--- config.mk ---
export PLATFORM = sky130hd
export DESIGN_NAME = tim_mask_logic
export DESIGN_NICKNAME = d
export VERILOG_FILES = /design/src/logic/tim_pkg.sv /design/src/logic/tim_mask_logic.sv
export SDC_FILE = /design/constraint.sdc
export NUM_CORES = 1
export LEC_CHECK = 0
export BUFFER_PORTS_ARGS = -buffer_cell sky130_fd_sc_hd__buf_2
export CORE_MARGIN = 2
export CORE_UTILIZATION = 46
export CTS_BUF_LIST = sky130_fd_sc_hd__clkbuf_8
export DETAILED_ROUTE_END_ITERATION = 10
export MAX_ROUTING_LAYER = met4
export PLACE_DENSITY_LB_ADDON = 0.2
export SLEW_MARGIN = 0
export SYNTH_ARGS = -nofsm -noshare
export SYNTH_HDL_FRONTEND = slang
export SYNTH_SLANG_ARGS = --single-unit
--- constraint.sdc ---
create_clock -name clk -period 1.19 [get_ports clk]
set_input_delay 0.0595 -clock clk [delete_from_list [all_inputs] [get_ports clk]]
set_output_delay 0.0595 -clock clk [all_outputs]
set_load 0.01 [all_outputs]
--- src/logic/tim_pkg.sv ---
package tim_pkg;

  ////////////////////////////////////////////////////////////////////////////
  // Register offsets within the page (A4..A0)
  localparam logic [4:0] ADDR_MASK_SYNC_ALARM_SLIP  = 5'h1B;
  localparam logic [4:0] ADDR_MASK_LINE_ERRORS      = 5'h1C;
  localparam logic [4:0] ADDR_MASK_COUNTER_OVERFLOW = 5'h1D;

  // Reset values, all sources blocked
  localparam logic [7:0] RST_MASK = 8'h00;

  // Writable bits; unused positions stay zero
  localparam logic [7:0] WR_MASK_SYNC_ALARM_SLIP  = 8'hDF;
  localparam logic [7:0] WR_MASK_LINE_ERRORS      = 8'hFE;
  localparam logic [7:0] WR_MASK_COUNTER_OVERFLOW = 8'hFF;

  localparam logic [7:0] READ_NONE  = 8'h00;
  localparam logic [7:0] LOS_VECTOR = 8'h40;
  localparam logic [7:0] NO_VECTOR  = 8'h00;

  ////////////////////////////////////////////////////////////////////////////
  // Bit positions in the 24-bit event vector {word two, word one, word zero}
  localparam int NUM_SRC        = 24;
  localparam int B_TFSYNC       = 7;
  localparam int B_MFSYNC       = 6;
  localparam int B_AIS          = 4;
  localparam int B_LOS          = 3;
  localparam int B_SEF          = 2;
  localparam int B_TXSLIP       = 1;
  localparam int B_RXSLIP       = 0;
  localparam int B_FBE          = 15;
  localparam int B_CRC          = 14;
  localparam int B_YEL          = 13;
  localparam int B_ALIGN        = 12;
  localparam int B_BPV          = 11;
  localparam int B_PRBS         = 10;
  localparam int B_PDV          = 9;
  localparam int B_UNUSED1      = 8;
  localparam int B_UNUSED0      = 5;
  localparam int B_FBE_WRAP     = 23;
  localparam int B_CRC_WRAP     = 22;
  localparam int B_OOF_WRAP     = 21;
  localparam int B_ALIGN_WRAP   = 20;
  localparam int B_BPV_WRAP     = 19;
  localparam int B_PRBS_WRAP    = 18;
  localparam int B_PRBSMF_WRAP  = 17;
  localparam int B_MFOOS_WRAP   = 16;

  ////////////////////////////////////////////////////////////////////////////
  // Condition levels from the framer and alarm blocks
  typedef struct packed {
    logic term_frame_sync;
    logic multiframe_sync;
    logic all_ones_alarm;
    logic signal_loss;
  } tim_level_t;

  // One-cycle strobes from the framer, alarm and counter blocks
  typedef struct packed {
    logic severe_frame_err;
    logic tx_buffer_slip;
    logic rx_buffer_slip;
    logic framing_bit_err;
    logic crc6_err;
    logic remote_alarm;
    logic align_change;
    logic bipolar_violation;
    logic prbs_err;
    logic pulse_density_err;
    logic framing_err_cnt_wrap;
    logic crc6_cnt_wrap;
    logic out_of_frame_cnt_wrap;
    logic align_change_cnt_wrap;
    logic bipolar_cnt_wrap;
    logic prbs_err_cnt_wrap;
    logic prbs_multiframe_cnt_wrap;
    logic multiframe_unsync_cnt_wrap;
  } tim_strobe_t;

endpackage : tim_pkg

--- src/logic/tim_mask_logic.sv ---
// Behaviour
// - Mask bit one enables, zero blocks event
// - Word0 bit7: terminal frame sync change interrupts
// - Word0 bit6: multiframe sync change interrupts
// - Word0 bit4: all-ones alarm start/end interrupts
// - Word0 bit3: signal loss change, vector 01000000
// - Word0 bit2: severely errored frame interrupts
// - Word0 bit1: transmit buffer slip interrupts
// - Word0 bit0: receive buffer slip interrupts
// - Word1 bit7: framing bit error, only in sync
// - Word1 bit6: local CRC-6 error interrupts
// - Word1 bit5: received yellow alarm interrupts
// - Word1 bit4: alignment change after reframe
// - Word1 bit3: bipolar violation, B8ZS excluded
// - Word1 bit2: PRBS channel error interrupts
// - Word1 bit1: pulse density violation interrupts
// - Word2 bit7: framing error counter wrap
// - Word2 bit6: CRC-6 counter wrap
// - Word2 bit5: out-of-frame counter wrap
// - Word2 bit4: alignment change counter wrap
// - Word2 bit3: bipolar violation counter wrap
// - Word2 bit2: PRBS error counter wrap
// - Word2 bit1: PRBS multiframe counter wrap
// - Word2 bit0: multiframes-out-of-sync counter wrap
module tim_mask_logic (
  input  wire logic                      clk,
  input  wire logic                      rst_n,
  input  wire logic [4:0]                reg_addr,
  input  wire logic [7:0]                reg_wdata,
  input  wire logic                      reg_wr,
  input  wire logic                      reg_rd,
  output logic      [7:0]                reg_rdata_q,
  input  wire tim_pkg::tim_level_t       cond_in,
  input  wire tim_pkg::tim_strobe_t      strobe_in,
  output logic      [tim_pkg::NUM_SRC-1:0] irq_event_q,
  output logic                           irq_req_q,
  output logic      [7:0]                irq_vector_q
);

  ////////////////////////////////////////////////////////////////////////////
  // Address decode, shared by write and read paths
  function automatic logic [1:0] decode_word(input logic [4:0] addr);
    logic [1:0] sel;
    sel = 2'h3;
    if (addr == tim_pkg::ADDR_MASK_SYNC_ALARM_SLIP)
      sel = 2'h0;
    else if (addr == tim_pkg::ADDR_MASK_LINE_ERRORS)
      sel = 2'h1;
    else if (addr == tim_pkg::ADDR_MASK_COUNTER_OVERFLOW)
      sel = 2'h2;
    return sel;
  endfunction : decode_word

  logic [7:0]                 irq_mask_sync_alarm_slip_q;
  logic [7:0]                 irq_mask_line_errors_q;
  logic [7:0]                 irq_mask_counter_overflow_q;
  logic [tim_pkg::NUM_SRC-1:0] mask_vec;
  logic [tim_pkg::NUM_SRC-1:0] raw_vec;
  tim_pkg::tim_level_t        cond_prev_q;
  logic                       primed_q;
  logic [3:0]                 cond_change;
  logic [1:0]                 wsel;
  logic [1:0]                 rsel;

  assign wsel = decode_word(reg_addr);
  assign rsel = decode_word(reg_addr);

  ////////////////////////////////////////////////////////////////////////////
  // Mask registers; unused bits are never stored
  always_ff @(posedge clk)
  begin
    if (!rst_n)
    begin
      irq_mask_sync_alarm_slip_q  <= tim_pkg::RST_MASK;
      irq_mask_line_errors_q      <= tim_pkg::RST_MASK;
      irq_mask_counter_overflow_q <= tim_pkg::RST_MASK;
    end
    else if (reg_wr)
    begin
      if (wsel == 2'h0)
        irq_mask_sync_alarm_slip_q <= reg_wdata & tim_pkg::WR_MASK_SYNC_ALARM_SLIP;
      else if (wsel == 2'h1)
        irq_mask_line_errors_q <= reg_wdata & tim_pkg::WR_MASK_LINE_ERRORS;
      else if (wsel == 2'h2)
        irq_mask_counter_overflow_q <= reg_wdata & tim_pkg::WR_MASK_COUNTER_OVERFLOW;
    end
  end

  // Read data is registered; unmapped offsets answer zero
  always_ff @(posedge clk)
  begin
    if (!rst_n)
      reg_rdata_q <= tim_pkg::READ_NONE;
    else if (reg_rd)
    begin
      if (rsel == 2'h0)
        reg_rdata_q <= irq_mask_sync_alarm_slip_q;
      else if (rsel == 2'h1)
        reg_rdata_q <= irq_mask_line_errors_q;
      else if (rsel == 2'h2)
        reg_rdata_q <= irq_mask_counter_overflow_q;
      else
        reg_rdata_q <= tim_pkg::READ_NONE;
    end
  end

  assign mask_vec = {irq_mask_counter_overflow_q, irq_mask_line_errors_q,
                     irq_mask_sync_alarm_slip_q};

  ////////////////////////////////////////////////////////////////////////////
  // Condition change detection. The first cycle after reset only primes the
  // history, so a condition already present at reset is not a change.
  always_ff @(posedge clk)
  begin
    if (!rst_n)
    begin
      cond_prev_q <= '0;
      primed_q    <= 1'b0;
    end
    else
    begin
      cond_prev_q <= cond_in;
      primed_q    <= 1'b1;
    end
  end

  assign cond_change = primed_q ? (cond_in ^ cond_prev_q) : 4'h0;

  ////////////////////////////////////////////////////////////////////////////
  // Raw event vector in mask layout
  always_comb
  begin
    raw_vec                         = '0;
    raw_vec[tim_pkg::B_TFSYNC]      = cond_change[3];
    raw_vec[tim_pkg::B_MFSYNC]      = cond_change[2];
    raw_vec[tim_pkg::B_AIS]         = cond_change[1];
    raw_vec[tim_pkg::B_LOS]         = cond_change[0];
    raw_vec[tim_pkg::B_SEF]         = strobe_in.severe_frame_err;
    raw_vec[tim_pkg::B_TXSLIP]      = strobe_in.tx_buffer_slip;
    raw_vec[tim_pkg::B_RXSLIP]      = strobe_in.rx_buffer_slip;
    // Errors while out of sync are hunting noise, not line errors
    raw_vec[tim_pkg::B_FBE]         = strobe_in.framing_bit_err
                                      & cond_in.term_frame_sync;
    raw_vec[tim_pkg::B_CRC]         = strobe_in.crc6_err;
    raw_vec[tim_pkg::B_YEL]         = strobe_in.remote_alarm;
    raw_vec[tim_pkg::B_ALIGN]       = strobe_in.align_change;
    // Source already drops violations that form a valid B8ZS code
    raw_vec[tim_pkg::B_BPV]         = strobe_in.bipolar_violation;
    raw_vec[tim_pkg::B_PRBS]        = strobe_in.prbs_err;
    raw_vec[tim_pkg::B_PDV]         = strobe_in.pulse_density_err;
    raw_vec[tim_pkg::B_FBE_WRAP]    = strobe_in.framing_err_cnt_wrap;
    raw_vec[tim_pkg::B_CRC_WRAP]    = strobe_in.crc6_cnt_wrap;
    raw_vec[tim_pkg::B_OOF_WRAP]    = strobe_in.out_of_frame_cnt_wrap;
    raw_vec[tim_pkg::B_ALIGN_WRAP]  = strobe_in.align_change_cnt_wrap;
    raw_vec[tim_pkg::B_BPV_WRAP]    = strobe_in.bipolar_cnt_wrap;
    raw_vec[tim_pkg::B_PRBS_WRAP]   = strobe_in.prbs_err_cnt_wrap;
    raw_vec[tim_pkg::B_PRBSMF_WRAP] = strobe_in.prbs_multiframe_cnt_wrap;
    raw_vec[tim_pkg::B_MFOOS_WRAP]  = strobe_in.multiframe_unsync_cnt_wrap;
  end

  ////////////////////////////////////////////////////////////////////////////
  // Per-source gating, one flop each
  genvar gi;
  generate
    for (gi = 0; gi < tim_pkg::NUM_SRC; gi++)
    begin : g_gate
      always_ff @(posedge clk)
      begin
        if (!rst_n)
          irq_event_q[gi] <= 1'b0;
        else
          irq_event_q[gi] <= raw_vec[gi] & mask_vec[gi];
      end
    end
  endgenerate

  // Combined request, aligned with the event flops
  always_ff @(posedge clk)
  begin
    if (!rst_n)
      irq_req_q <= 1'b0;
    else
      irq_req_q <= |(raw_vec & mask_vec);
  end

  // Signal loss carries its own vector code alongside the request
  always_ff @(posedge clk)
  begin
    if (!rst_n)
      irq_vector_q <= tim_pkg::NO_VECTOR;
    else if (raw_vec[tim_pkg::B_LOS] & mask_vec[tim_pkg::B_LOS])
      irq_vector_q <= tim_pkg::LOS_VECTOR;
    else
      irq_vector_q <= tim_pkg::NO_VECTOR;
  end

  ////////////////////////////////////////////////////////////////////////////
  // Checks
  property p_masked_blocks;
    @(posedge clk) disable iff (!rst_n)
    (mask_vec == '0) |=> (irq_req_q == 1'b0);
  endproperty
  a_masked_blocks: assert property (p_masked_blocks)
    else $error("Interrupt raised with all masks clear");

  property p_tfsync_change;
    @(posedge clk) disable iff (!rst_n)
    (primed_q && irq_mask_sync_alarm_slip_q[tim_pkg::B_TFSYNC]
     && $changed(cond_in.term_frame_sync))
      |=> (irq_event_q[tim_pkg::B_TFSYNC] && irq_req_q);
  endproperty
  a_tfsync_change: assert property (p_tfsync_change)
    else $error("Frame sync change did not interrupt");

  property p_mfsync_change;
    @(posedge clk) disable iff (!rst_n)
    (primed_q && irq_mask_sync_alarm_slip_q[tim_pkg::B_MFSYNC]
     && $changed(cond_in.multiframe_sync)) |=> irq_event_q[tim_pkg::B_MFSYNC];
  endproperty
  a_mfsync_change: assert property (p_mfsync_change)
    else $error("Multiframe sync change did not interrupt");

  property p_ais_steady;
    @(posedge clk) disable iff (!rst_n)
    $stable(cond_in.all_ones_alarm) |=> !irq_event_q[tim_pkg::B_AIS];
  endproperty
  a_ais_steady: assert property (p_ais_steady)
    else $error("All-ones interrupt without a change");

  property p_los_vector;
    @(posedge clk) disable iff (!rst_n)
    irq_event_q[tim_pkg::B_LOS] |-> (irq_vector_q == tim_pkg::LOS_VECTOR);
  endproperty
  a_los_vector: assert property (p_los_vector)
    else $error("Signal loss interrupt without its vector");

  property p_slip_pair;
    @(posedge clk) disable iff (!rst_n)
    (strobe_in.tx_buffer_slip && irq_mask_sync_alarm_slip_q[tim_pkg::B_TXSLIP])
      ##1 !strobe_in.tx_buffer_slip
      |-> irq_event_q[tim_pkg::B_TXSLIP] ##1 !irq_event_q[tim_pkg::B_TXSLIP];
  endproperty
  a_slip_pair: assert property (p_slip_pair)
    else $error("Transmit slip interrupt not a single pulse");

  property p_rx_slip;
    @(posedge clk) disable iff (!rst_n)
    (strobe_in.rx_buffer_slip && irq_mask_sync_alarm_slip_q[tim_pkg::B_RXSLIP])
      |=> irq_event_q[tim_pkg::B_RXSLIP];
  endproperty
  a_rx_slip: assert property (p_rx_slip)
    else $error("Receive slip did not interrupt");

  property p_fbe_out_of_sync;
    @(posedge clk) disable iff (!rst_n)
    !cond_in.term_frame_sync |=> !irq_event_q[tim_pkg::B_FBE];
  endproperty
  a_fbe_out_of_sync: assert property (p_fbe_out_of_sync)
    else $error("Framing bit error interrupt while out of sync");

  property p_bpv_wrap;
    @(posedge clk) disable iff (!rst_n)
    (strobe_in.bipolar_cnt_wrap && mask_vec[tim_pkg::B_BPV_WRAP])
      |=> (irq_event_q[tim_pkg::B_BPV_WRAP] && irq_req_q);
  endproperty
  a_bpv_wrap: assert property (p_bpv_wrap)
    else $error("Bipolar counter wrap did not interrupt");

  property p_unused_read;
    @(posedge clk) disable iff (!rst_n)
    (reg_rd && reg_addr == tim_pkg::ADDR_MASK_SYNC_ALARM_SLIP)
      |=> (reg_rdata_q[tim_pkg::B_UNUSED0] == 1'b0);
  endproperty
  a_unused_read: assert property (p_unused_read)
    else $error("Unused mask bit read back as one");

  property p_unused_never;
    @(posedge clk) disable iff (!rst_n)
    1'b1 |=> (!irq_event_q[tim_pkg::B_UNUSED0] && !irq_event_q[tim_pkg::B_UNUSED1]);
  endproperty
  a_unused_never: assert property (p_unused_never)
    else $error("Unused position raised an event");

  // Any source, not only the ones probed by name
  property p_blocked_silent;
    @(posedge clk) disable iff (!rst_n)
    1'b1 |=> ((irq_event_q & ~$past(mask_vec)) == '0);
  endproperty
  a_blocked_silent: assert property (p_blocked_silent)
    else $error("Event raised through a cleared mask bit");

  property p_sef_event;
    @(posedge clk) disable iff (!rst_n)
    (strobe_in.severe_frame_err && mask_vec[tim_pkg::B_SEF])
      |=> irq_event_q[tim_pkg::B_SEF];
  endproperty
  a_sef_event: assert property (p_sef_event)
    else $error("Severely errored frame did not interrupt");

  property p_crc_event;
    @(posedge clk) disable iff (!rst_n)
    (strobe_in.crc6_err && mask_vec[tim_pkg::B_CRC])
      |=> irq_event_q[tim_pkg::B_CRC];
  endproperty
  a_crc_event: assert property (p_crc_event)
    else $error("CRC-6 error did not interrupt");

  property p_remote_alarm;
    @(posedge clk) disable iff (!rst_n)
    (strobe_in.remote_alarm && mask_vec[tim_pkg::B_YEL])
      |=> irq_event_q[tim_pkg::B_YEL];
  endproperty
  a_remote_alarm: assert property (p_remote_alarm)
    else $error("Yellow alarm did not interrupt");

  property p_align_event;
    @(posedge clk) disable iff (!rst_n)
    (strobe_in.align_change && mask_vec[tim_pkg::B_ALIGN])
      |=> irq_event_q[tim_pkg::B_ALIGN];
  endproperty
  a_align_event: assert property (p_align_event)
    else $error("Alignment change did not interrupt");

  property p_bpv_event;
    @(posedge clk) disable iff (!rst_n)
    (strobe_in.bipolar_violation && mask_vec[tim_pkg::B_BPV])
      |=> irq_event_q[tim_pkg::B_BPV];
  endproperty
  a_bpv_event: assert property (p_bpv_event)
    else $error("Bipolar violation did not interrupt");

  property p_prbs_event;
    @(posedge clk) disable iff (!rst_n)
    (strobe_in.prbs_err && mask_vec[tim_pkg::B_PRBS])
      |=> irq_event_q[tim_pkg::B_PRBS];
  endproperty
  a_prbs_event: assert property (p_prbs_event)
    else $error("PRBS error did not interrupt");

  property p_pdv_event;
    @(posedge clk) disable iff (!rst_n)
    (strobe_in.pulse_density_err && mask_vec[tim_pkg::B_PDV])
      |=> irq_event_q[tim_pkg::B_PDV];
  endproperty
  a_pdv_event: assert property (p_pdv_event)
    else $error("Pulse density violation did not interrupt");

  property p_fbe_wrap;
    @(posedge clk) disable iff (!rst_n)
    (strobe_in.framing_err_cnt_wrap && mask_vec[tim_pkg::B_FBE_WRAP])
      |=> irq_event_q[tim_pkg::B_FBE_WRAP];
  endproperty
  a_fbe_wrap: assert property (p_fbe_wrap)
    else $error("Framing error counter wrap did not interrupt");

  property p_crc_wrap;
    @(posedge clk) disable iff (!rst_n)
    (strobe_in.crc6_cnt_wrap && mask_vec[tim_pkg::B_CRC_WRAP])
      |=> irq_event_q[tim_pkg::B_CRC_WRAP];
  endproperty
  a_crc_wrap: assert property (p_crc_wrap)
    else $error("CRC-6 counter wrap did not interrupt");

endmodule : tim_mask_logic

==> results.cfg <==
[timing]
fin_crit_sh = 1.11
fin_setup_tns_ps = -129
finalHoldViolations = 0
setup_ws_ps = -129
rsz0062_at_grt = true
clock-skew-final_ps = 5.16
finalSetupViolCount = 1
fmax_ghz = 0.758
period_needed_ps = 1320
drv_slew = 0

[critical_path]
reg2reg_depth = 4
crit_chain = a22o_1, a221oi_2, nand3_1, o41a_1
worst_r2r_endpoint = irq_req_q
start_kind = flop
worstPathArrival_ps = 1540
cpPeakStageDelay_ps = 410
cp_max_fo = 2
r2r-start = irq_mask_counter_overflow_q[4]
r2r_setup_slack_ps = -130
end_kind = flop
critPathSlowestCell = o41a_1
cp-endpoint = irq_req_q
crit_type = flop to flop
cp.required_ps = 1410
startpoint = irq_mask_counter_overflow_q[4]

[place]
io_buffers = 70
gp_congestion = 0.836
dp_hpwl_um = 4080
dp.cells = 370

[routing]
via_per_inst = 5.07
drt_first_iter_violations = 115
dr_total_vias = 2094
drt.antenna.violating_nets = 0
drtPass1Iterations = 4
drt_wl_total_um = 6030
drc = 0
wl_per_cell_um = 14.6

[power]
switching_share = 0.234
p_total_uw = 3970
power_leakage_uw = 0.00150
p_seq_frac = 0.500
ir_worst_vdd_v = 0.000551
clkPwrFrac = 0.414
internal-power_uw = 3040
p_switching_uw = 931
combPwrFrac = 0.085
powerDensity_nw_per_um2 = 1240

[cells_and_area]
antenna_cells = 0
syn2layout_area_growth_pct = 46.5
nFillCells = 401
drive_above_1_share = 0.337
nNetsFinal = 393
final_cells = 413

[global_route]
grt_max_degree = 25
antenna_found_initial = 0
track_usage = 0.250
grt_overflow = 0
grt.busiest_layer = met2
grt_util_met3 = 0.0691
use_met1 = 0.340
gr-usage-met2 = 0.354
grt_pass1_wl_um = 9510
grt_pass1_vias = 1850

[job]
maxCapViolCount = 0

[floorplan]
coreArea_um2 = 4660
num_io_pins = 80
rows = 25
die_w_um = 73.0
start_util = 0.470
dieArea_um2 = 5330
die_h_um = 73.0

[clock_network]
cts_setup_buffers = 0
cts_buffers = 9
clock_latency_ps = 330
cts_buffer_depth = 2
htreeDepth = 3
clk_pin_slew_worst_paths_ps = 60
cts-root-buf = clkbuf_8
numClockSinks = 58
cts_tree = yes

[yosys]
ys_types = 32
synth_area_leaders = dfxtp_1, and3_1, nand2_1
avgSynthCellArea_um2 = 9.44
synth_top_cell_by_area = dfxtp_1
ys_warn_count = 0
syn-instance-count = 232
synthesis.area_um2 = 2190
seq_area_frac_synth = 0.530
synth_top_area_frac = 0.530
synth-seq-cells = 58

[hold_path]
hp-class = primary input to flop
hold_start = strobe_in[8]

[outcome]
status = finished, violations left
violations = negative setup slack
sequential cells by signal, indices dropped and copies added (netlist names), 4 cells and up:
name	cells
irq_event_q	21
cond_prev_q	4
reg_rdata_q	8
irq_mask_sync_alarm_slip_q	7
irq_mask_counter_overflow_q	8
irq_mask_line_errors_q	7
critical path: cells and delay by family, from the launching register on:
| family | cells | cell delay [ps] |
|---|---|---|
| simple gates | 1 | 90 |
| flops | 1 | 320 |
| compound gates | 3 | 790 |
worst min path at each step:
stage / endpoint / depth (start not counted) / slack [ps]
3_3_place_gp: primed_q / 1 / 290
2_1_floorplan: primed_q / 0 / 90
5_1_grt: irq_event_q[9] / 2 / 9
3_5_place_dp: primed_q / 1 / 290
4_1_cts: irq_mask_counter_overflow_q[1] / 3 / 7
6_report: irq_event_q[9] / 2 / 20
placed cells by master (no fill, tap or decap), types with 2 or more instances in the layout:
master	instances
a221oi_2	2
clkbuf_8	12
a22oi_1	11
inv_1	5
nor2_1	12
mux2i_1	7
o21ai_0	6
nand3_1	18
a21oi_1	15
buf_4	26
and2_1	5
a211oi_1	2
dlygate4sd3_1	27
buf_2	70
dfxtp_1	57
buf_12	2
nor3_2	2
and3_1	19
conb_1	9
nand2b_1	2
a31oi_1	7
xor2_1	4
nand2_1	26
clkinv_2	2
a22o_1	2
cell type report:
cell class | count | area (um2) | area share
clock inverter | 4 | 17.5 | 0.00546
tap | 54 | 67.6 | 0.0211
timing repair buffer | 125 | 856 | 0.267
sequential | 58 | 1160 | 0.362
inverter | 4 | 17.5 | 0.00546
multi-input combinational | 156 | 921 | 0.287
clock buffer | 12 | 165 | 0.0515
power groups by stage:
stage / registers, uW / clock network [uW] / logic [uW]
after floorplan: 2040 / 0 / 133
after CTS: 1990 / 1670 / 332
final: 1990 / 1650 / 339
after detailed placement: 2030 / 0 / 262
after global placement: 2030 / 0 / 260
after global routing: 1990 / 1760 / 370
stage by stage:
| step | utilization | hold WS (ps) | area, um2 | worst slack [ps] |
|---|---|---|---|---|
| 2_1_floorplan | - | 87.2 | 2230 | -84.2 |
| 3_3_place_gp | 0.589 | 288 | 2750 | -181 |
| 3_5_place_dp | 0.589 | 291 | 2750 | -199 |
| 4_1_cts | 0.688 | 7.17 | 3210 | -137 |
| 5_1_grt | 0.688 | 8.76 | 3210 | -174 |
| 6_report | 0.688 | 18.1 | 3210 | -129 |
repair_timing:
action | in CTS | in global routing
hold endpoints to repair | 31 | 0
endpoints found under the setup margin | 1 | 1
gates resized for setup | 1 | 1
hold buffers | 27 | 0
cells by family after synthesis:
| family | share of synthesized area |
|---|---|
| muxes | 0.0320 |
| and+or+nand+nor | 0.213 |
| DFF | 0.530 |
| other | 0.00171 |
| xor gates and xnor gates | 0.0160 |
| AOI/OAI and AO/OA | 0.138 |
| buffers and inverters | 0.0686 |
layer usage:
layer	wire length, um	vias up
met5	0	-
met3	432	8
met2	2670	92
met1	2830	950
met4	95	0
li1	-	1044
Yosys cell counts, drive strengths merged:
master	n
mux2i	7
dfxtp	58
nand2b	2
a21oi	15
buf	14
a31oi	7
and3	19
nor2	13
nand3	19
o21ai	6
a211oi	2
or4	1
a22oi	11
xor2	4
inv	4
a222oi	1
nand2	26
a22o	2
clkbuf	8
and2	5
or3	1
o41a	1
nor4	1
conb	1
a221oi	2
nor3	2
Power figures use the tool's default switching activity.
